<file path="src/core/cpom_regs.vh">
// Constants for the cell physical layer maintenance monitor.
`ifndef CPOM_REGS_VH
`define CPOM_REGS_VH
// Register offsets of the plain register port.
`define CPOM_OFS_CTRL 4'h0
`define CPOM_OFS_OAMGAP 4'h1
`define CPOM_OFS_STATUS 4'h2
`define CPOM_OFS_STATE 4'h3
`define CPOM_OFS_PAIS 4'h4
`define CPOM_OFS_SRDI 4'h5
`define CPOM_OFS_PRDI 4'h6
`define CPOM_OFS_RXOCT 4'h7
// Control register fields.
`define CPOM_CTRL_SIDE 0
`define CPOM_CTRL_WORK 1
`define CPOM_CTRL_X_LSB 2
`define CPOM_CTRL_X_MSB 4
`define CPOM_CTRL_RST 8'h03
// Defect octet bit positions.
`define CPOM_BIT_SUM 0
`define CPOM_BIT_LOS 1
`define CPOM_BIT_LCD 2
`define CPOM_BIT_LOM 3
`define CPOM_BIT_AIS 4
// Fixed pattern of octet 2 in F1 cells.
`define CPOM_F1_RSVD 8'h6a
// Octet positions inside the OAM payload.
`define CPOM_OCT_AIS 6'd2
`define CPOM_OCT_RDI 6'd30
// Delineation state codes.
`define CPOM_DL_HUNT 2'd0
`define CPOM_DL_PRESYNC 2'd1
`define CPOM_DL_SYNC 2'd2
// Timing: one millisecond in cycles of a 100 ns clock.
`define CPOM_MS_NS 1000000
`define CPOM_CLK_NS 100
`define CPOM_MS_CYC (`CPOM_MS_NS / `CPOM_CLK_NS)
// Default largest gap between OAM cells, in cycles.
`define CPOM_GAP_RST 16'h4000
// State codes, user side F1..F7, network side G1..G13 (bit 4 marks G).
`define CPOM_F1 5'h01
`define CPOM_F2 5'h02
`define CPOM_F3 5'h03
`define CPOM_F4 5'h04
`define CPOM_F5 5'h05
`define CPOM_F6 5'h06
`define CPOM_F7 5'h07
`define CPOM_G1 5'h11
`define CPOM_G2 5'h12
`define CPOM_G4 5'h14
`define CPOM_G5 5'h15
`define CPOM_G10 5'h1a
`define CPOM_G13 5'h1d
`endif

</file>
<file path="src/core/cpom_lom_det.v">
// Loss of maintenance flow detector for one OAM flow.
`timescale 1ns/1ps
`default_nettype none
module cpom_lom_det #(
  parameter GW = 16
) (
  input wire clk,
  input wire rst,
  input wire cell_seen,
  input wire [GW-1:0] max_gap,
  output reg miss_q,
  output reg lom_q
);
  reg [GW-1:0] gap_q;
  reg miss_seen_q;

  // ****************************************
  // Gap timer and two-miss declaration.
  // ****************************************
  // A received cell restarts the timer and clears both the miss memory and LOM.
  always @(posedge clk) begin
    if (rst) begin
      gap_q <= {GW{1'b0}};
      miss_q <= 1'b0;
      miss_seen_q <= 1'b0;
      lom_q <= 1'b0;
    end else if (cell_seen) begin
      gap_q <= {GW{1'b0}};
      miss_q <= 1'b0;
      miss_seen_q <= 1'b0;
      lom_q <= 1'b0;
    end else if (gap_q >= max_gap) begin
      gap_q <= {GW{1'b0}};
      miss_q <= 1'b1;
      miss_seen_q <= 1'b1;
      if (miss_seen_q) begin
        lom_q <= 1'b1;
      end
    end else begin
      gap_q <= gap_q + {{(GW-1){1'b0}}, 1'b1};
      miss_q <= 1'b0;
    end
  end
endmodule // cpom_lom_det
`default_nettype wire

</file>
<file path="src/core/cpom_lcd_det.v">
// Out of cell delineation and loss of cell delineation detector.
`timescale 1ns/1ps
`default_nettype none
`include "cpom_regs.vh"
module cpom_lcd_det #(
  parameter CW = 16
) (
  input wire clk,
  input wire rst,
  input wire [1:0] dl_state,
  input wire working,
  input wire [CW-1:0] x_cycles,
  output reg ocd_q,
  output reg lcd_q
);
  reg [1:0] dl_prev_q;
  reg [CW-1:0] cnt_q;

  // ****************************************
  // Anomaly and defect tracking.
  // ****************************************
  // One counter serves both the set and the clear timing, since they never overlap.
  always @(posedge clk) begin
    if (rst) begin
      dl_prev_q <= `CPOM_DL_HUNT;
      ocd_q <= 1'b0;
      lcd_q <= 1'b0;
      cnt_q <= {CW{1'b0}};
    end else begin
      dl_prev_q <= dl_state;
      if (!lcd_q) begin
        if (ocd_q) begin
          if (dl_prev_q == `CPOM_DL_PRESYNC && dl_state == `CPOM_DL_SYNC) begin
            ocd_q <= 1'b0;
            cnt_q <= {CW{1'b0}};
          end else if (cnt_q >= x_cycles - {{(CW-1){1'b0}}, 1'b1}) begin
            ocd_q <= 1'b0;
            lcd_q <= 1'b1;
            cnt_q <= {CW{1'b0}};
          end else begin
            cnt_q <= cnt_q + {{(CW-1){1'b0}}, 1'b1};
          end
        end else if (working && dl_prev_q == `CPOM_DL_SYNC && dl_state == `CPOM_DL_HUNT) begin
          ocd_q <= 1'b1;
          cnt_q <= {CW{1'b0}};
        end
      end else if (dl_state != `CPOM_DL_SYNC) begin
        cnt_q <= {CW{1'b0}};
      end else if (cnt_q >= x_cycles - {{(CW-1){1'b0}}, 1'b1}) begin
        lcd_q <= 1'b0;
        cnt_q <= {CW{1'b0}};
      end else begin
        cnt_q <= cnt_q + {{(CW-1){1'b0}}, 1'b1};
      end
    end
  end
endmodule // cpom_lcd_det
`default_nettype wire

</file>
<file path="src/core/cpom_top.v">
// Cell based interface layer 1 maintenance monitor and F/G state tracker.
// Functional notes
// - Flag a missed OAM cell when the largest allowed gap passes without one.
// - Declare LOM for a flow after two successive missed-cell anomalies.
// - Path alarm field is payload octet 2 of F3 cells, both directions.
// - Section remote defect field is payload octet 30 of F1 cells.
// - Path remote defect field is payload octet 30 of F3 cells.
// - OCD starts on a SYNC to HUNT move while working.
// - OCD ends on PRESYNC to SYNC or when LCD is declared.
// - LCD is declared after OCD persists x milliseconds, x from 1 to 4.
// - LCD clears after SYNC held x continuous milliseconds.
// - LOS and LCD made locally; alarms exchanged only through OAM cells.
// - User F1 sends and receives operational cells.
// - Received P-RDI without S-RDI gives F2, still sending operational cells.
// - Local LOS or LCD gives F3, sending S-RDI and P-RDI.
// - Received P-AIS gives F4, sending P-RDI.
// - Received S-RDI and P-RDI gives F5, still operational.
// - Received S-RDI and P-AIS gives F6, sending P-RDI.
// - Power-on states F7 and G13 left only after signal is classified.
// - Network access LCD gives G2, sending P-RDI without S-RDI.
// - Access LOS gives G4, sending P-AIS and dropping network timing.
// - Local LOS, LCD or LOM on user link gives G5, sending S-RDI and P-RDI.
// - Access LOS and user-link faults together give G10, sending P-AIS and S-RDI; access LCD with a user-link fault gives G5.
// - Path alarm octet carries LOM, LCD, LOS, summary bit, upper four zero.
// - Remote defect octet carries defects, summary, F3 adds P-AIS, upper zero.
// - Octet 2 of F1 cells is sent as 6A hex.
//
// The plain strobed port and the register offsets were decided locally.
`timescale 1ns/1ps
`default_nettype none
`include "cpom_regs.vh"
module cpom_top #(
  parameter GW = 16,
  parameter CW = 16
) (
  input wire CLK,
  input wire RST,
  input wire [3:0] ADDR,
  input wire [15:0] WDATA,
  input wire WR,
  input wire RD,
  output reg [15:0] RDATA,
  input wire LOS,
  input wire [1:0] DL_STATE,
  input wire ACC_LOS,
  input wire ACC_LCD,
  input wire RX_OCT_VLD,
  input wire RX_F3,
  input wire [5:0] RX_OCT_IDX,
  input wire [7:0] RX_OCT,
  input wire RX_CELL_END,
  input wire TX_OCT_REQ,
  input wire TX_F3,
  input wire [5:0] TX_OCT_IDX,
  output reg [7:0] TX_OCT,
  output reg TX_OAM_ONLY,
  output reg NET_TIMING,
  output reg [4:0] STATE,
  output reg STATE_EVT,
  output reg LOM_F1,
  output reg LOM_F3,
  output reg LCD_OUT
);
  // ****************************************
  // Registers and local signals.
  // ****************************************
  reg [7:0] ctrl_q;
  reg [GW-1:0] gap_q;
  reg [4:0] state_q;
  reg [4:0] state_d;
  reg signal_ok_q;
  reg rx_srdi_q;
  reg rx_prdi_q;
  reg rx_pais_q;
  reg [7:0] rx_ais_oct_q;
  reg [7:0] rx_srdi_oct_q;
  reg [7:0] rx_prdi_oct_q;
  reg [7:0] pais_oct;
  reg [7:0] srdi_oct;
  reg [7:0] prdi_oct;
  reg send_srdi;
  reg send_prdi;
  reg send_pais;
  wire side_net;
  wire working;
  wire [2:0] x_ms;
  wire [CW-1:0] x_cycles;
  wire ocd;
  wire lcd;
  wire miss_f1;
  wire miss_f3;
  wire lom_f1;
  wire lom_f3;
  wire f1_seen;
  wire f3_seen;

  assign side_net = ctrl_q[`CPOM_CTRL_SIDE];
  assign working = ctrl_q[`CPOM_CTRL_WORK];
  assign x_ms = ctrl_q[`CPOM_CTRL_X_MSB:`CPOM_CTRL_X_LSB];
  // Out-of-range x values are clamped into 1..4 ms.
  assign x_cycles = ms_to_cyc((x_ms == 3'd0) ? 3'd1 : ((x_ms > 3'd4) ? 3'd4 : x_ms));
  assign f1_seen = RX_CELL_END && !RX_F3;
  assign f3_seen = RX_CELL_END && RX_F3;

  // Builds a defect octet; the summary bit is set when any defect is set.
  function [7:0] defect_oct;
    input lom_b;
    input lcd_b;
    input los_b;
    input ais_b;
    begin
      defect_oct = 8'h00;
      defect_oct[`CPOM_BIT_LOM] = lom_b;
      defect_oct[`CPOM_BIT_LCD] = lcd_b;
      defect_oct[`CPOM_BIT_LOS] = los_b;
      defect_oct[`CPOM_BIT_AIS] = ais_b;
      defect_oct[`CPOM_BIT_SUM] = lom_b | lcd_b | los_b | ais_b;
    end
  endfunction

  // Converts whole milliseconds to clock cycles.
  function [CW-1:0] ms_to_cyc;
    input [2:0] ms;
    reg [31:0] prod;
    begin
      prod = ms * `CPOM_MS_CYC;
      ms_to_cyc = prod[CW-1:0];
    end
  endfunction

  // ****************************************
  // Detectors.
  // ****************************************
  cpom_lcd_det #(.CW(CW)) u_lcd (
    .clk(CLK),
    .rst(RST),
    .dl_state(DL_STATE),
    .working(working),
    .x_cycles(x_cycles),
    .ocd_q(ocd),
    .lcd_q(lcd)
  );

  cpom_lom_det #(.GW(GW)) u_lom_f1 (
    .clk(CLK),
    .rst(RST),
    .cell_seen(f1_seen),
    .max_gap(gap_q),
    .miss_q(miss_f1),
    .lom_q(lom_f1)
  );

  cpom_lom_det #(.GW(GW)) u_lom_f3 (
    .clk(CLK),
    .rst(RST),
    .cell_seen(f3_seen),
    .max_gap(gap_q),
    .miss_q(miss_f3),
    .lom_q(lom_f3)
  );

  // ****************************************
  // Received indications.
  // ****************************************
  // Far-end alarms arrive only inside OAM cell octets and latch per cell.
  always @(posedge CLK) begin
    if (RST) begin
      rx_srdi_q <= 1'b0;
      rx_prdi_q <= 1'b0;
      rx_pais_q <= 1'b0;
      rx_ais_oct_q <= 8'h00;
      rx_srdi_oct_q <= 8'h00;
      rx_prdi_oct_q <= 8'h00;
      signal_ok_q <= 1'b0;
    end else begin
      if (RX_OCT_VLD && RX_F3 && RX_OCT_IDX == `CPOM_OCT_AIS) begin
        rx_ais_oct_q <= RX_OCT;
        rx_pais_q <= RX_OCT[`CPOM_BIT_SUM];
      end
      if (RX_OCT_VLD && !RX_F3 && RX_OCT_IDX == `CPOM_OCT_RDI) begin
        rx_srdi_oct_q <= RX_OCT;
        rx_srdi_q <= RX_OCT[`CPOM_BIT_SUM];
      end
      if (RX_OCT_VLD && RX_F3 && RX_OCT_IDX == `CPOM_OCT_RDI) begin
        rx_prdi_oct_q <= RX_OCT;
        rx_prdi_q <= RX_OCT[`CPOM_BIT_SUM];
      end
      // Signal counts as classified once synced with no LOS.
      if (!LOS && DL_STATE == `CPOM_DL_SYNC) begin
        signal_ok_q <= 1'b1;
      end
    end
  end

  // ****************************************
  // Outgoing defect octets.
  // ****************************************
  // On the network side the access defects and user-link LOM must show, or G2 and G4 send empty octets.
  always @* begin
    pais_oct = defect_oct(lom_f3, lcd, LOS | (side_net & ACC_LOS), 1'b0);
    srdi_oct = defect_oct(lom_f1, lcd, LOS, 1'b0);
    prdi_oct = defect_oct(lom_f3 | (side_net & lom_f1), lcd | (side_net & ACC_LCD),
                          LOS, rx_pais_q);
  end

  // ****************************************
  // F and G state selection.
  // ****************************************
  // Priority goes to local faults, then to received alarms, for a stable state.
  always @* begin
    state_d = state_q;
    if (!side_net) begin
      if (state_q == `CPOM_F7 && !signal_ok_q) begin
        state_d = `CPOM_F7;
      end else if (LOS || lcd) begin
        state_d = `CPOM_F3;
      end else if (rx_srdi_q && rx_pais_q) begin
        state_d = `CPOM_F6;
      end else if (rx_pais_q) begin
        state_d = `CPOM_F4;
      end else if (rx_srdi_q && rx_prdi_q) begin
        state_d = `CPOM_F5;
      end else if (rx_prdi_q) begin
        state_d = `CPOM_F2;
      end else begin
        state_d = `CPOM_F1;
      end
    end else begin
      if (state_q == `CPOM_G13 && !signal_ok_q) begin
        state_d = `CPOM_G13;
      end else if (ACC_LOS && (LOS || lcd || lom_f1)) begin
        state_d = `CPOM_G10;
      end else if (ACC_LOS) begin
        state_d = `CPOM_G4;
      end else if (LOS || lcd || lom_f1) begin
        state_d = `CPOM_G5;
      end else if (ACC_LCD) begin
        state_d = `CPOM_G2;
      end else begin
        state_d = `CPOM_G1;
      end
    end
  end

  // What each state sends toward the far end.
  always @* begin
    send_srdi = 1'b0;
    send_prdi = 1'b0;
    send_pais = 1'b0;
    case (state_q)
      `CPOM_F3: begin
        send_srdi = 1'b1;
        send_prdi = 1'b1;
      end
      `CPOM_F4, `CPOM_F6, `CPOM_G2: begin
        send_prdi = 1'b1;
      end
      `CPOM_G4: begin
        send_pais = 1'b1;
      end
      `CPOM_G5: begin
        send_srdi = 1'b1;
        send_prdi = 1'b1;
      end
      `CPOM_G10: begin
        send_pais = 1'b1;
        send_srdi = 1'b1;
      end
      default: begin
        send_srdi = 1'b0;
      end
    endcase
  end

  // ****************************************
  // State register and transmit octets.
  // ****************************************
  // State change detection sits on the registered state so the event is one cycle.
  always @(posedge CLK) begin
    if (RST) begin
      state_q <= `CPOM_F7;
      STATE <= `CPOM_F7;
      STATE_EVT <= 1'b0;
      TX_OCT <= 8'h00;
      TX_OAM_ONLY <= 1'b0;
      NET_TIMING <= 1'b0;
      LOM_F1 <= 1'b0;
      LOM_F3 <= 1'b0;
      LCD_OUT <= 1'b0;
    end else begin
      if (side_net != state_q[4]) begin
        state_q <= side_net ? `CPOM_G13 : `CPOM_F7;
      end else begin
        state_q <= state_d;
      end
      STATE <= state_q;
      STATE_EVT <= (STATE != state_q);
      // Operational cells are replaced by OAM-only traffic in states F3, F4 and F6.
      TX_OAM_ONLY <= (state_q == `CPOM_F3) || (state_q == `CPOM_F4) || (state_q == `CPOM_F6);
      NET_TIMING <= side_net && (state_q != `CPOM_G4) && (state_q != `CPOM_G10) &&
                    (state_q != `CPOM_G13);
      LOM_F1 <= lom_f1;
      LOM_F3 <= lom_f3;
      LCD_OUT <= lcd;
      if (TX_OCT_REQ) begin
        if (TX_OCT_IDX == `CPOM_OCT_AIS) begin
          TX_OCT <= !TX_F3 ? `CPOM_F1_RSVD : (send_pais ? pais_oct : 8'h00);
        end else if (TX_OCT_IDX == `CPOM_OCT_RDI) begin
          TX_OCT <= TX_F3 ? (send_prdi ? prdi_oct : 8'h00) : (send_srdi ? srdi_oct : 8'h00);
        end else begin
          TX_OCT <= `CPOM_F1_RSVD;
        end
      end
    end
  end

  // ****************************************
  // Register port.
  // ****************************************
  // Reads answer in the next cycle only; unmapped addresses read zero.
  always @(posedge CLK) begin
    if (RST) begin
      ctrl_q <= `CPOM_CTRL_RST;
      gap_q <= `CPOM_GAP_RST;
      RDATA <= 16'h0000;
    end else begin
      if (WR && ADDR == `CPOM_OFS_CTRL) begin
        ctrl_q <= WDATA[7:0];
      end
      if (WR && ADDR == `CPOM_OFS_OAMGAP) begin
        gap_q <= WDATA[GW-1:0];
      end
      RDATA <= 16'h0000;
      if (RD) begin
        case (ADDR)
          `CPOM_OFS_CTRL: RDATA <= {8'h00, ctrl_q};
          `CPOM_OFS_OAMGAP: RDATA <= gap_q;
          `CPOM_OFS_STATUS: RDATA <= {8'h00, miss_f3, miss_f1, rx_pais_q, rx_prdi_q, rx_srdi_q,
                                      lom_f3 | lom_f1, lcd, ocd};
          `CPOM_OFS_STATE: RDATA <= {11'h000, state_q};
          `CPOM_OFS_PAIS: RDATA <= {rx_ais_oct_q, pais_oct};
          `CPOM_OFS_SRDI: RDATA <= {rx_srdi_oct_q, srdi_oct};
          `CPOM_OFS_PRDI: RDATA <= {rx_prdi_oct_q, prdi_oct};
          default: RDATA <= 16'h0000;
        endcase
      end
    end
  end
endmodule // cpom_top
`default_nettype wire

</file>
<file path="config.mk">
export PLATFORM = sky130hd
export DESIGN_NAME = cpom_top
export DESIGN_NICKNAME = d
export VERILOG_FILES = /design/src/core/cpom_lom_det.v /design/src/core/cpom_lcd_det.v /design/src/core/cpom_top.v
export VERILOG_INCLUDE_DIRS = /design/src /design/src/core
export SDC_FILE = /design/constraint.sdc
export NUM_CORES = 1
export LEC_CHECK = 0
export ABC_AREA = 1
export BUFFER_PORTS_ARGS = -buffer_cell sky130_fd_sc_hd__buf_2
export CAP_MARGIN = 20
export CORE_ASPECT_RATIO = 1.4
export CORE_MARGIN = 3
export CORE_UTILIZATION = 53
export CTS_CLUSTER_DIAMETER = 200
export DETAILED_ROUTE_END_ITERATION = 8
export PLACE_DENSITY = 0.85
export SLEW_MARGIN = 5
export SYNTH_ARGS = -nofsm -noshare
export SYNTH_HDL_FRONTEND = slang
export SYNTH_HIERARCHICAL = 1
export SYNTH_SLANG_ARGS = --single-unit
</file>
<file path="constraint.sdc">
create_clock -name CLK -period 3.4 [get_ports CLK]
set_input_delay 0.68 -clock CLK [delete_from_list [all_inputs] [get_ports CLK]]
set_output_delay 0.68 -clock CLK [all_outputs]
set_load 0.01 [all_outputs]
</file>
==> qor.yml, run 1 <==
ios: 89
clk_pin_slew_worst_paths_ps: 70
area_growth_pct: 19.35
path_class: "register to register"
worstSetupEndpointType: "register"
rrSetupSlack_ps: -60
fmax_mhz: 289.1
n_antenna_cell: 0
cpPeakStageDelay_ps: 520
cts_tree: "built"
synth_mux_area_share_pct: 0.1220
dpl-instance-area_sq_mm: 0.008891
post-route-min-period_ps: 3459
wl_per_cell_um: 15.33
grt_pass1_wl_mm: 35.27
arrival_ps: 3820
grt_setup_unrepaired: "yes"
crit_buf_inv: 5
power.total_mw: 4.167
drive_gt1_share_pct: 20.50
routed_via_density: 5.492
core_area_sq_mm: 0.01512
initial_core_util_pct: 54.26
multi_input_area_sq_mm: 0.004747
ys_types: 55
violations: "negative setup slack"
fin_crit_sh_pct: 101.7
path_cells: "inv_2 -> buf_4 -> nor2_2 -> ha_2 -> ha_4 -> inv_2 -> fa_2 -> inv_2 -> nor2_4 -> buf_6 -> nand3_2 -> xor2_1 -> ha_1 -> a21oi_2 -> o21ai_2 -> a21oi_2 -> nand3_4 -> nand2_8 -> nand2_8 -> nor2_2"
cts_buffers: 17
hp-class: "input port to register"
yosys.area_share.adder_pct: 8.937
placement_rows: 53
hold_violations: 0
num-nets-final: 1333
worstHoldEndpoint: "gap_q[10]"
critPathTopFamily: "adder cells"
maxSlewHeadroom_pct: 37.82
leakage_nw: 4.392
cts.htree.levels: 4
cp_common_cell: "inv_2"
drt-pass1-iter-count: 7
critPathSlowestCell: "fa_2"
place_congestion: 0.9367
cp-start-kind: "register"
cts_sinks: 145
grt_overflow: 0
grt_max_degree: 38
worst_slack_ps: -58.94
hp-start: "WDATA[10]"
avgSynthCellArea_sq_um: 7.404
ys_seq_elements: 145
drc: 0
io_buffers: 87
ant_nets: 0
pwr_density_cell_mw_per_mm2: 425.5
synth_xor_area_share_pct: 5.323
regArea_sq_mm: 0.002905
synth_area_sq_mm: 0.008204
fin_tns_setup_ps: -619.6
timing.rr.start: "ctrl_q[3]"
die_y_um: 153.2
ys_async_sr_fraction_pct: 0
fill_cells: 1204
tightest_slew_ps: 928.7
crit_fanout: 8
synth_compound_area_share_pct: 13.48
vdd.ir_drop.worst_uv: 329.3
holdPathStages: 3
drv_slew: 0
dieArea_sq_mm: 0.01703
clock_path_buffers: 2
clock_latency_ps: 440
synth_top_family_by_area: "simple AND/OR/NAND/NOR gates"
die_x_um: 111.2
setup_viol: 16
fin_area_sq_mm: 0.009792
synth_flop_cell: "dfxtp_1"
wl_mm: 21.87
grt_use_total_pct: 25.14
dp.final_hpwl_mm: 14.99
reg2reg_depth: 20
fin_worst_skew_ps: 8.876
r2r_end: "u_lcd/cnt_q[4]"
synth_edf_count: 0
route.vias.total: 7831
cts-root-buf: "clkbuf_16"
synth_seq_area_share_pct: 35.38
grt_pass1_vias: 7687
outcome: "finished, violations left"
hold_buffers: 0
syn_inst: 1108
maxCapViolCount: 0
cp.required_ps: 3770
dr.first_iter.drc_count: 578
grt_antenna_before_repair: 0
yosysWarnings: 6
synth-simple-area-share_pct: 26.51
## cell families (layout without fill, tap and decap cells)
group | after synthesis | in the layout
multiplexers | 1 | 1
buffers and inverters | 207 | 319
other | 1 | 14
adder cells (fa/ha/maj) | 58 | 58
flip-flops | 145 | 145
AO/OA/AOI/OAI | 198 | 198
XOR/XNOR | 49 | 49
AND/OR/NAND/NOR | 449 | 450
## registers in the layout, summed over array words and instances (netlist names), 2 cells and up
register         flops
RDATA               16
ctrl_q               8
u_lom_f3/gap_q      16
rx_prdi_oct_q        8
TX_OCT               6
u_lcd/dl_prev_q      2
rx_ais_oct_q         8
rx_srdi_oct_q        8
gap_q               16
state_q              5
STATE                5
u_lom_f1/gap_q      16
u_lcd/cnt_q         16
## Yosys cell counts (all sizes together) (3+ instances only)
master	number	area share, %
xnor2	10	1.1
o22ai	12	0.92
a41oi	6	0.64
nor4	5	0.64
nand4	18	1.9
nor3	19	1.7
nand2	196	9.3
buf	15	1.4
a31oi	3	0.23
xor2	39	4.3
dfxtp	145	35
clkbuf	10	0.46
ha	57	8.7
or2	5	0.47
nor2	158	8.8
o21ai	73	4.5
a21oi	88	5.6
nor3b	3	0.27
o221ai	3	0.32
nand3	44	3.1
inv	181	8.3
## layer usage
metal,vias up,global-route usage (%),wire (um)
li1,3800,-,-
met1,3633,27.96,8309
met2,305,45.72,11500
met3,93,5.228,1157
met4,0,11.48,895
met5,-,0,0
## worst max path at each step
stage                          from               to  slack [ps]  cells past startpoint
after floorplan           ctrl_q[4]   u_lcd/cnt_q[8]          20                     22
after global placement    ctrl_q[3]  u_lcd/cnt_q[15]         -10                     21
after detailed placement  ctrl_q[3]  u_lcd/cnt_q[11]        -170                     21
after CTS                 ctrl_q[3]  u_lcd/cnt_q[13]           7                     21
after global routing      ctrl_q[3]  u_lcd/cnt_q[13]        -160                     21
final                     ctrl_q[3]   u_lcd/cnt_q[4]         -60                     20
## per-stage QoR
step	worst slack [ps]	hold WS, ps	std cells	utilization (%)
finish	-58.94	458.6	1426	64.76
global route	-156.0	462.9	1426	64.76
CTS	7.156	456.8	1425	63.80
detailed placement	-174.1	455.2	1389	58.80
global placement	-13.70	446.9	1389	58.80
floorplan	23.81	429.7	1121	-
## layout make-up
cell class              instances  area share (%)
well taps                     192           2.453
clock buffers                  17           4.344
multi-input cells             770           48.48
inverters                     182           6.977
repair buffers                105           5.903
flip-flops and latches        145           29.67
clock inverters                15           2.172
## repair_timing
item                                    4_1_cts  5_1_grt
endpoints found under the setup margin       16       18
resized for setup                            19       30
pin swaps                                    15       20
setup buffers                                 3        1
cloned                                        1        0
## cell usage in the layout (no fill, tap or decap), types with 6 or more instances in the layout
cell         n
ha_1        52
dfxtp_1    143
xnor2_1     10
clkbuf_16   17
nand2_1    182
buf_4       16
o21ai_1     10
a21oi_1     81
conb_1      14
nand4_1     13
nand3_1     35
nor2_1     122
nor2_4      17
buf_2       87
a21oi_2      7
xor2_1      38
nand3_2      8
nor3_1      11
nand2_2      9
nor2_2      19
a41oi_1      6
o22ai_1     12
inv_2       18
inv_1      163
o21ai_0     60
## report_power, final
| group | internal (mW) | switching (mW) |
|---|---|---|
| sequential | 1.73 | 0.0276 |
| combinational | 0.138 | 0.249 |
| clock | 1.19 | 0.829 |
## tightest hold or removal path: cells and delay by family
| kind | cells | cell delay [ps] |
|---|---|---|
| buf+inv | 1 | 70 |
| simple gates | 2 | 110 |
Power figures use the tool's default switching activity.
==> run 2: changes to the inputs <==
--- a/config.mk
+++ b/config.mk
@@ -9,12 +9,12 @@
 export ABC_AREA = 1
 export BUFFER_PORTS_ARGS = -buffer_cell sky130_fd_sc_hd__buf_2
 export CAP_MARGIN = 20
-export CORE_ASPECT_RATIO = 1.4
+export CORE_ASPECT_RATIO = 2
 export CORE_MARGIN = 3
 export CORE_UTILIZATION = 53
 export CTS_CLUSTER_DIAMETER = 200
 export DETAILED_ROUTE_END_ITERATION = 8
-export PLACE_DENSITY = 0.85
+export PLACE_DENSITY = 0.76
 export SLEW_MARGIN = 5
 export SYNTH_ARGS = -nofsm -noshare
 export SYNTH_HDL_FRONTEND = slang
==> run 2 against run 1 <==
- the flow still finishes with violations (negative setup slack)
- hold slack about the same
- sequential power barely moved
- cell count is 0.56% higher
- largest cell class unchanged
- first-iteration DRC count decreased by 31%
==> qor.yml, run 2 (same netlist as run 1, synthesis figures left out) <==
outcome: "finished, violations left"
violations: "negative setup slack"
cts_tree: "built"
core_area_sq_mm: 0.01498  # -0.94%
maxCapViolCount: 0  # unchanged
critPathCapture: "u_lcd/cnt_q[1]"
clk_pin_slew_worst_paths_ps: 70  # about the same
drc: 0  # unchanged
cp-startpoint: "ctrl_q[3]"
n_antenna_cell: 0  # unchanged
grt_overflow: 0  # unchanged
fin_worst_skew_ps: 14.52  # +5.645 ps
crit_fanout: 8  # unchanged
fmax_mhz: 280.6  # -2.9%
cts_sinks: 145  # unchanged
route.vias.total: 7654  # -2.3%
die_y_um: 182.0  # +19%
cp-start-kind: "register"
setup_viol: 17  # +1
cpPeakStageDelay_ps: 530  # about the same
routed_via_density: 5.338  # -2.8%
leakage_nw: 4.408  # +0.36%
reg2reg_depth: 20  # unchanged
final_cells: 1434  # +0.56%
area_growth_pct: 19.66
dp_slack_ps: -157.7  # +16.41 ps
path_cells: "inv_4 -> o21ai_4 -> inv_2 -> ha_4 -> ha_4 -> inv_2 -> fa_2 -> inv_2 -> nor2_4 -> buf_4 -> nand3_2 -> xor2_1 -> ha_1 -> a21oi_2 -> o21ai_1 -> a21oi_2 -> nand3_4 -> nand2_8 -> nand2_8 -> nor2_4"
timing.rr.start: "ctrl_q[3]"
dp.final_hpwl_mm: 16.01  # +6.8%
die_x_um: 93.98  # -15%
grt_antenna_before_repair: 0  # unchanged
drv_slew: 0  # unchanged
fin_area_sq_mm: 0.009817  # +0.26%
dpl-instance-area_sq_mm: 0.008895  # about the same
wl_mm: 22.06  # +0.89%
ios: 89  # unchanged
switchingPower_mw: 1.156  # +4.5%
cts.htree.levels: 4  # unchanged
worstSetupEndpointType: "register"
hp-class: "input port to register"
pwr-share-comb_pct: 9.6  # +0.3 points
r2r_end: "u_lcd/cnt_q[1]"
power.internal_mw: 2.869  # -6.3%
dr.first_iter.drc_count: 397  # -31%
p_seq_share_pct: 43.7  # +1.5 points
clock_path_buffers: 2  # unchanged
ant_nets: 0  # unchanged
vdd.ir_drop.worst_uv: 377.2  # +15%
post-route-util_pct: 65.55  # +0.78 points
worst_slack_ps: -163.4  # -104.5 ps
drive_gt1_share_pct: 20.82  # +0.32 points
cts-root-buf: "clkbuf_16"
maxSlewHeadroom_pct: 40.97  # +3.1 points
io_buffers: 87  # unchanged
path_class: "register to register"
rrSetupSlack_ps: -160  # -100 ps
critPathTopFamily: "adder cells"
place_congestion: 0.9203  # -1.8%
initial_core_util_pct: 54.78  # +0.52 points
dp.cells: 1392  # +0.22%
grt_pass1_wl_mm: 35.22  # -0.16%
num-nets-final: 1338  # +0.38%
cp_common_cell: "inv_2"
critPathSlowestCell: "fa_2"
cts_buffers: 17  # unchanged
clock_power_share_pct: 46.7  # -1.8 points
grt_use_total_pct: 26.01  # +0.87 points
grt_setup_unrepaired: "yes"
tightest_slew_ps: 881.7  # -47.02 ps
hold_violations: 0  # unchanged
grt_max_degree: 55  # +45%
final_common_cell: "nand2_1"
placement_rows: 63  # +19%
fin_tns_setup_ps: -1906  # -1287 ps
drt-pass1-iter-count: 7  # unchanged
worstSetupPathDepth: 20  # unchanged
clock_latency_ps: 430  # about the same
final_cell_mix: "nand2_1 (181), inv_1 (163), dfxtp_1 (143)"
wl_per_cell_um: 15.38  # +0.32%
swShare_pct: 28.72  # +2.2 points
cp.required_ps: 3760  # about the same
arrival_ps: 3920  # +100 ps
dieArea_sq_mm: 0.01710  # +0.41%
fin_crit_sh_pct: 104.8  # +3.1 points
pwr_density_cell_mw_per_mm2: 410.0  # -3.7%
grt_pass1_vias: 7806  # +1.5%
crit_buf_inv: 5  # unchanged
post-route-min-period_ps: 3563  # +104.5 ps
run 2: cell count changes in the layout (fill, tap and decap cells not counted), moves of 2 or more:
cell | before | now
buf_4 | 16 | 22
bufinv_16 | 3 | 0
inv_6 | 5 | 3
clkinv_8 | 1 | 6
nand2_2 | 9 | 11
run 2: how the worst min path moves through the flow:
stage                   start        end  slack [ps]  cells past startpoint
finish              WDATA[14]  gap_q[14]         460                      3
global placement    ctrl_q[5]  ctrl_q[5]         440                      2
floorplan           ctrl_q[7]  ctrl_q[7]         430                      2
CTS                 WDATA[14]  gap_q[14]         450                      3
detailed placement  ctrl_q[6]  ctrl_q[6]         450                      2
global route        WDATA[14]  gap_q[14]         470                      3
run 2: cell type report:
cell class	instances	area [sq um]
fill	1330	5160
tap	195	244.0
multi-input combinational	770	4758
timing repair buffer	110	611.8
inverter	182	685.7
sequential	145	2905
clock buffer	17	425.4
clock inverter	15	186.4
run 2: metrics by stage:
step / total power [mW] / hold slack (ps)
detailed placement: 2.142 / 448.0
finish: 4.025 / 458.5
CTS: 4.029 / 452.1
global route: 4.178 / 472.1
floorplan: 2.024 / 429.7
global placement: 2.134 / 442.9
run 2: per-layer routing:
metal  vias up  share of wire (%)  wire (um)  global-route usage (%)
li1       3805                  -          -                       -
met1      3495                 34       7524                   24.79
met2       250                 54      11980                   48.28
met3       104                4.3        954                   4.187
met4         0                7.3       1600                   18.81
met5         -                  0          0                       0
run 2: worst register-to-register path: stages, from the launching register on:
cell	delay [ps]
dfxtp_2	360
inv_4	60
o21ai_4	150
inv_2	90
ha_4	280
ha_4	140
inv_2	30
fa_2	530
inv_2	50
nor2_4	130
buf_4	120
nand3_2	70
xor2_1	170
ha_1	340
a21oi_2	190
o21ai_1	90
a21oi_2	190
nand3_4	130
nand2_8	120
nand2_8	120
nor2_4	150
run 2: repair_timing:
item                                    4_1_cts  5_1_grt
gates cloned                                  1        0
gates resized for setup                      22       27
pin swaps                                    15       17
buffers inserted                              9        1
hold buffers                                  0        0
endpoints found under the setup margin       17       18
run 2: power groups by stage:
stage	Clock (mW)	Sequential, mW	Combinational, mW
6_report	1.88	1.76	0.387
5_1_grt	1.98	1.76	0.433
3_5_place_dp	0	1.80	0.346
2_1_floorplan	0	1.79	0.231
3_3_place_gp	0	1.80	0.338
4_1_cts	1.91	1.76	0.366
==> run 3: changes to the inputs <==
--- a/config.mk
+++ b/config.mk
@@ -7,6 +7,7 @@
 export NUM_CORES = 1
 export LEC_CHECK = 0
 export ABC_AREA = 1
+export ABC_CLOCK_PERIOD_IN_PS = 3400
 export BUFFER_PORTS_ARGS = -buffer_cell sky130_fd_sc_hd__buf_2
 export CAP_MARGIN = 20
 export CORE_ASPECT_RATIO = 2
@@ -18,5 +19,4 @@
 export SLEW_MARGIN = 5
 export SYNTH_ARGS = -nofsm -noshare
 export SYNTH_HDL_FRONTEND = slang
-export SYNTH_HIERARCHICAL = 1
 export SYNTH_SLANG_ARGS = --single-unit
==> run 3 against run 2 <==
- synthesized cell count down 6.5%
- wire length is 4.1% lower
- cell count decreased by 7.0%
- largest cell class unchanged
- sequential share of layout area rose by 2.1 points
- hold slack worse by 4.7 ps
- the run still ends with negative setup slack left
- area after synthesis shrank 5.2%
==> qor.yml, run 3 <==
outcome: "finished, violations left"
violations: "negative setup slack"
critPathSlowestCell: "fa_1"
crit_buf_inv: 6  # +1
wl_per_cell_um: 15.85  # +3.1%
initial_core_util_pct: 54.19  # -0.59 points
final_cell_mix: "nand2_1 (159), dfxtp_1 (143), inv_1 (124)"
ant_nets: 0  # unchanged
io_buffers: 87  # unchanged
drv_slew: 0  # unchanged
die_y_um: 177.3  # -2.5%
hp-class: "register to register"
rrSetupSlack_ps: -110  # +50 ps
cp.required_ps: 3710  # -50 ps
maxSlewHeadroom_pct: 46.43  # +5.5 points
dr.first_iter.drc_count: 335  # -16%
grt_max_degree: 63  # +15%
arrival_ps: 3820  # -100 ps
synth_most_common_cell: "nand2_1"
place_congestion: 0.9796  # +6.4%
synth_area_sq_mm: 0.007777  # -5.2%
synth_top_area_share_pct: 37.32  # +1.9 points
cts_buffers: 17  # unchanged
dp.final_hpwl_mm: 15.46  # -3.4%
drc: 0  # unchanged
route.vias.total: 7349  # -4.0%
hold_violations: 0  # unchanged
critPathTopFamily: "simple AND/OR/NAND/NOR gates"
vdd.ir_drop.worst_uv: 337.8  # -10%
num-nets-final: 1240  # -7.3%
synth_flop_cell: "dfxtp_1"
grt_setup_unrepaired: "yes"
core_area_sq_mm: 0.01435  # -4.2%
grt_pass1_wl_mm: 33.54  # -4.8%
worstSetupEndpointType: "register"
fmax_mhz: 284.6  # +1.4%
synth_top_cell_by_area: "dfxtp_1"
syn_inst: 1036  # -6.5%
worstHoldEndpoint: "u_lom_f1.miss_seen_q"
maxCapViolCount: 0  # unchanged
cpPeakStageDelay_ps: 520  # about the same
avgSynthCellArea_sq_um: 7.507  # +1.4%
cts.htree.levels: 4  # unchanged
wl_mm: 21.15  # -4.1%
grt_pass1_vias: 7095  # -9.1%
worst_slack_ps: -113.7  # +49.67 ps
drt-pass1-iter-count: 5  # -2
ios: 89  # unchanged
placement_rows: 62  # -1.6%
setup_viol: 14  # -3
holdPathStages: 2  # -1
cts_sinks: 145  # unchanged
hp-start: "u_lom_f1.miss_seen_q"
fin_tns_setup_ps: -1146  # +760.4 ps
fin_area_sq_mm: 0.009193  # -6.4%
grt_antenna_before_repair: 0  # unchanged
synth_seq_area_share_pct: 37.32  # +1.9 points
cts-root-buf: "clkbuf_16"
path_cells: "nor2_4 -> inv_2 -> ha_4 -> ha_4 -> inv_2 -> fa_1 -> inv_2 -> nor2_4 -> nand3_2 -> nor2_4 -> xor2_1 -> inv_1 -> ha_1 -> nand2_1 -> inv_2 -> nand3_2 -> nor2_1 -> nand2_1 -> nand3_2 -> nand2_2 -> nand2_4 -> buf_12 -> nor3_4"
reg2reg_depth: 23  # +15%
clk_pin_slew_worst_paths_ps: 60  # about the same
dieArea_sq_mm: 0.01625  # -5.0%
cp_common_cell: "inv_2"
area_growth_pct: 18.20
fin_worst_skew_ps: 8.823  # -5.698 ps
dpl-instance-area_sq_mm: 0.008349  # -6.1%
path_class: "register to register"
yosysWarnings: 0  # -6
cts_tree: "built"
tightest_slew_ps: 799.3  # -82.43 ps
grt_overflow: 0  # unchanged
n_antenna_cell: 0  # unchanged
ys_types: 53  # -3.6%
synthTopCellsByCount: "nand2_1 (161), dfxtp_1 (145), inv_1 (128), nor2_1 (106), a21oi_1 (95)"
timing.rr.start: "ctrl_q[3]"
clock_path_buffers: 2  # unchanged
grt_use_total_pct: 26.16  # +0.15 points
leakage_nw: 3.948  # -10%
drive_gt1_share_pct: 19.00  # -1.8 points
r2r_end: "u_lcd.cnt_q[5]"
cp-start-kind: "register"
clock_latency_ps: 440  # about the same
syn_nets: 1146
final_common_cell: "nand2_1"
ys_async_sr_fraction_pct: 0  # unchanged
fin_hold_ws_ps: 453.8  # -4.668 ps
ys_seq_elements: 145  # unchanged
fin_crit_sh_pct: 103.3  # -1.5 points
pwr_density_cell_mw_per_mm2: 428.4  # +4.5%
crit_fanout: 6  # -2
die_x_um: 91.66  # -2.5%
synth_edf_count: 0  # unchanged
hold_buffers: 0  # unchanged
ys_top_cells_by_area: "dfxtp_1 (37%), ha_1 (8.8%), nand2_1 (7.8%), inv_1 (6.2%), a21oi_1 (6.1%)"
routed_via_density: 5.509  # +3.2%
post-route-min-period_ps: 3514  # -49.67 ps
==> run 3: changes by cell type in the layout (fill, tap and decap cells not counted), sizes merged, moves of 4 or more <==
cell	change
a21oi	+9
buf	-5
clkinv	-4
conb	-12
inv	-49
nand2	-30
nand3	+30
nor2	-28
nor3	+5
o21ai	+8
o22ai	-4
or2	-4
xnor2	+7
xor2	-20
==> run 3: area by class of cell <==
class	instances	area, sq um
Fill cell	1284	5159
Multi-Input combinational cell	726	4362
Sequential cell	145	2910
Timing Repair Buffer	105	606.8
Inverter	135	506.7
Clock buffer	19	442.9
Tap cell	192	240.2
Clock inverter	12	123.9
==> run 3: timing repair <==
item	in CTS	in global routing
gates cloned	1	0
setup endpoints to repair	12	18
resized for setup	26	23
pin swaps	11	12
buffers inserted	6	4
==> run 3: worst max-delay path by stage <==
stage	start	endpoint	cells after the start
global route	ctrl_q[3]	u_lcd.cnt_q[5]	23
floorplan	ctrl_q[4]	u_lcd.cnt_q[5]	22
CTS	ctrl_q[4]	u_lcd.cnt_q[3]	23
finish	ctrl_q[3]	u_lcd.cnt_q[5]	23
global placement	ctrl_q[4]	u_lcd.cnt_q[2]	23
detailed placement	ctrl_q[4]	u_lcd.cnt_q[2]	23
==> run 3: tightest hold or removal path, stage by stage (launching register included) <==
cell     delay (ps)
dfxtp_1         310
nand2_1          60
nand2_1          50
==> run 3: power by group <==
part | internal [mW] | switching, mW | total, mW
Clock | 1.04 | 0.783 | 1.82
Combinational | 0.133 | 0.232 | 0.364
Sequential | 1.73 | 0.0250 | 1.76
==> run 3: per-layer routing <==
metal  track usage, %  up-vias  share of wire [%]
met5                0        -                  0
met4            15.74        0                6.0
met3            4.497       88                4.4
met2            50.93      247                 55
met1            24.71     3397                 34
li1                 -     3617                  -
==> run 3: cells by family after synthesis <==
kind of cell / after synthesis / synth area share [%]
AOI/OAI and AO/OA: 214 / 15.41
xor gates and xnor gates: 36 / 4.054
adders and majority gates: 56 / 9.106
buffers and inverters: 165 / 8.784
DFF: 145 / 37.32
other: 2 / 0.09656
and+or+nand+nor: 418 / 25.23
==> run 3: through the flow <==
| stage | instances | power (mW) | setup WS [ps] | util (%) |
|---|---|---|---|---|
| finish | 1334 | 3.939 | -113.7 | 64.05 |
| detailed placement | 1293 | 2.119 | -64.73 | 58.18 |
| global route | 1334 | 4.054 | -237.9 | 64.05 |
| CTS | 1331 | 3.928 | 3.118 | 63.28 |
| global placement | 1293 | 2.115 | 17.46 | 58.18 |
| floorplan | 1036 | 2.005 | 182.5 | - |
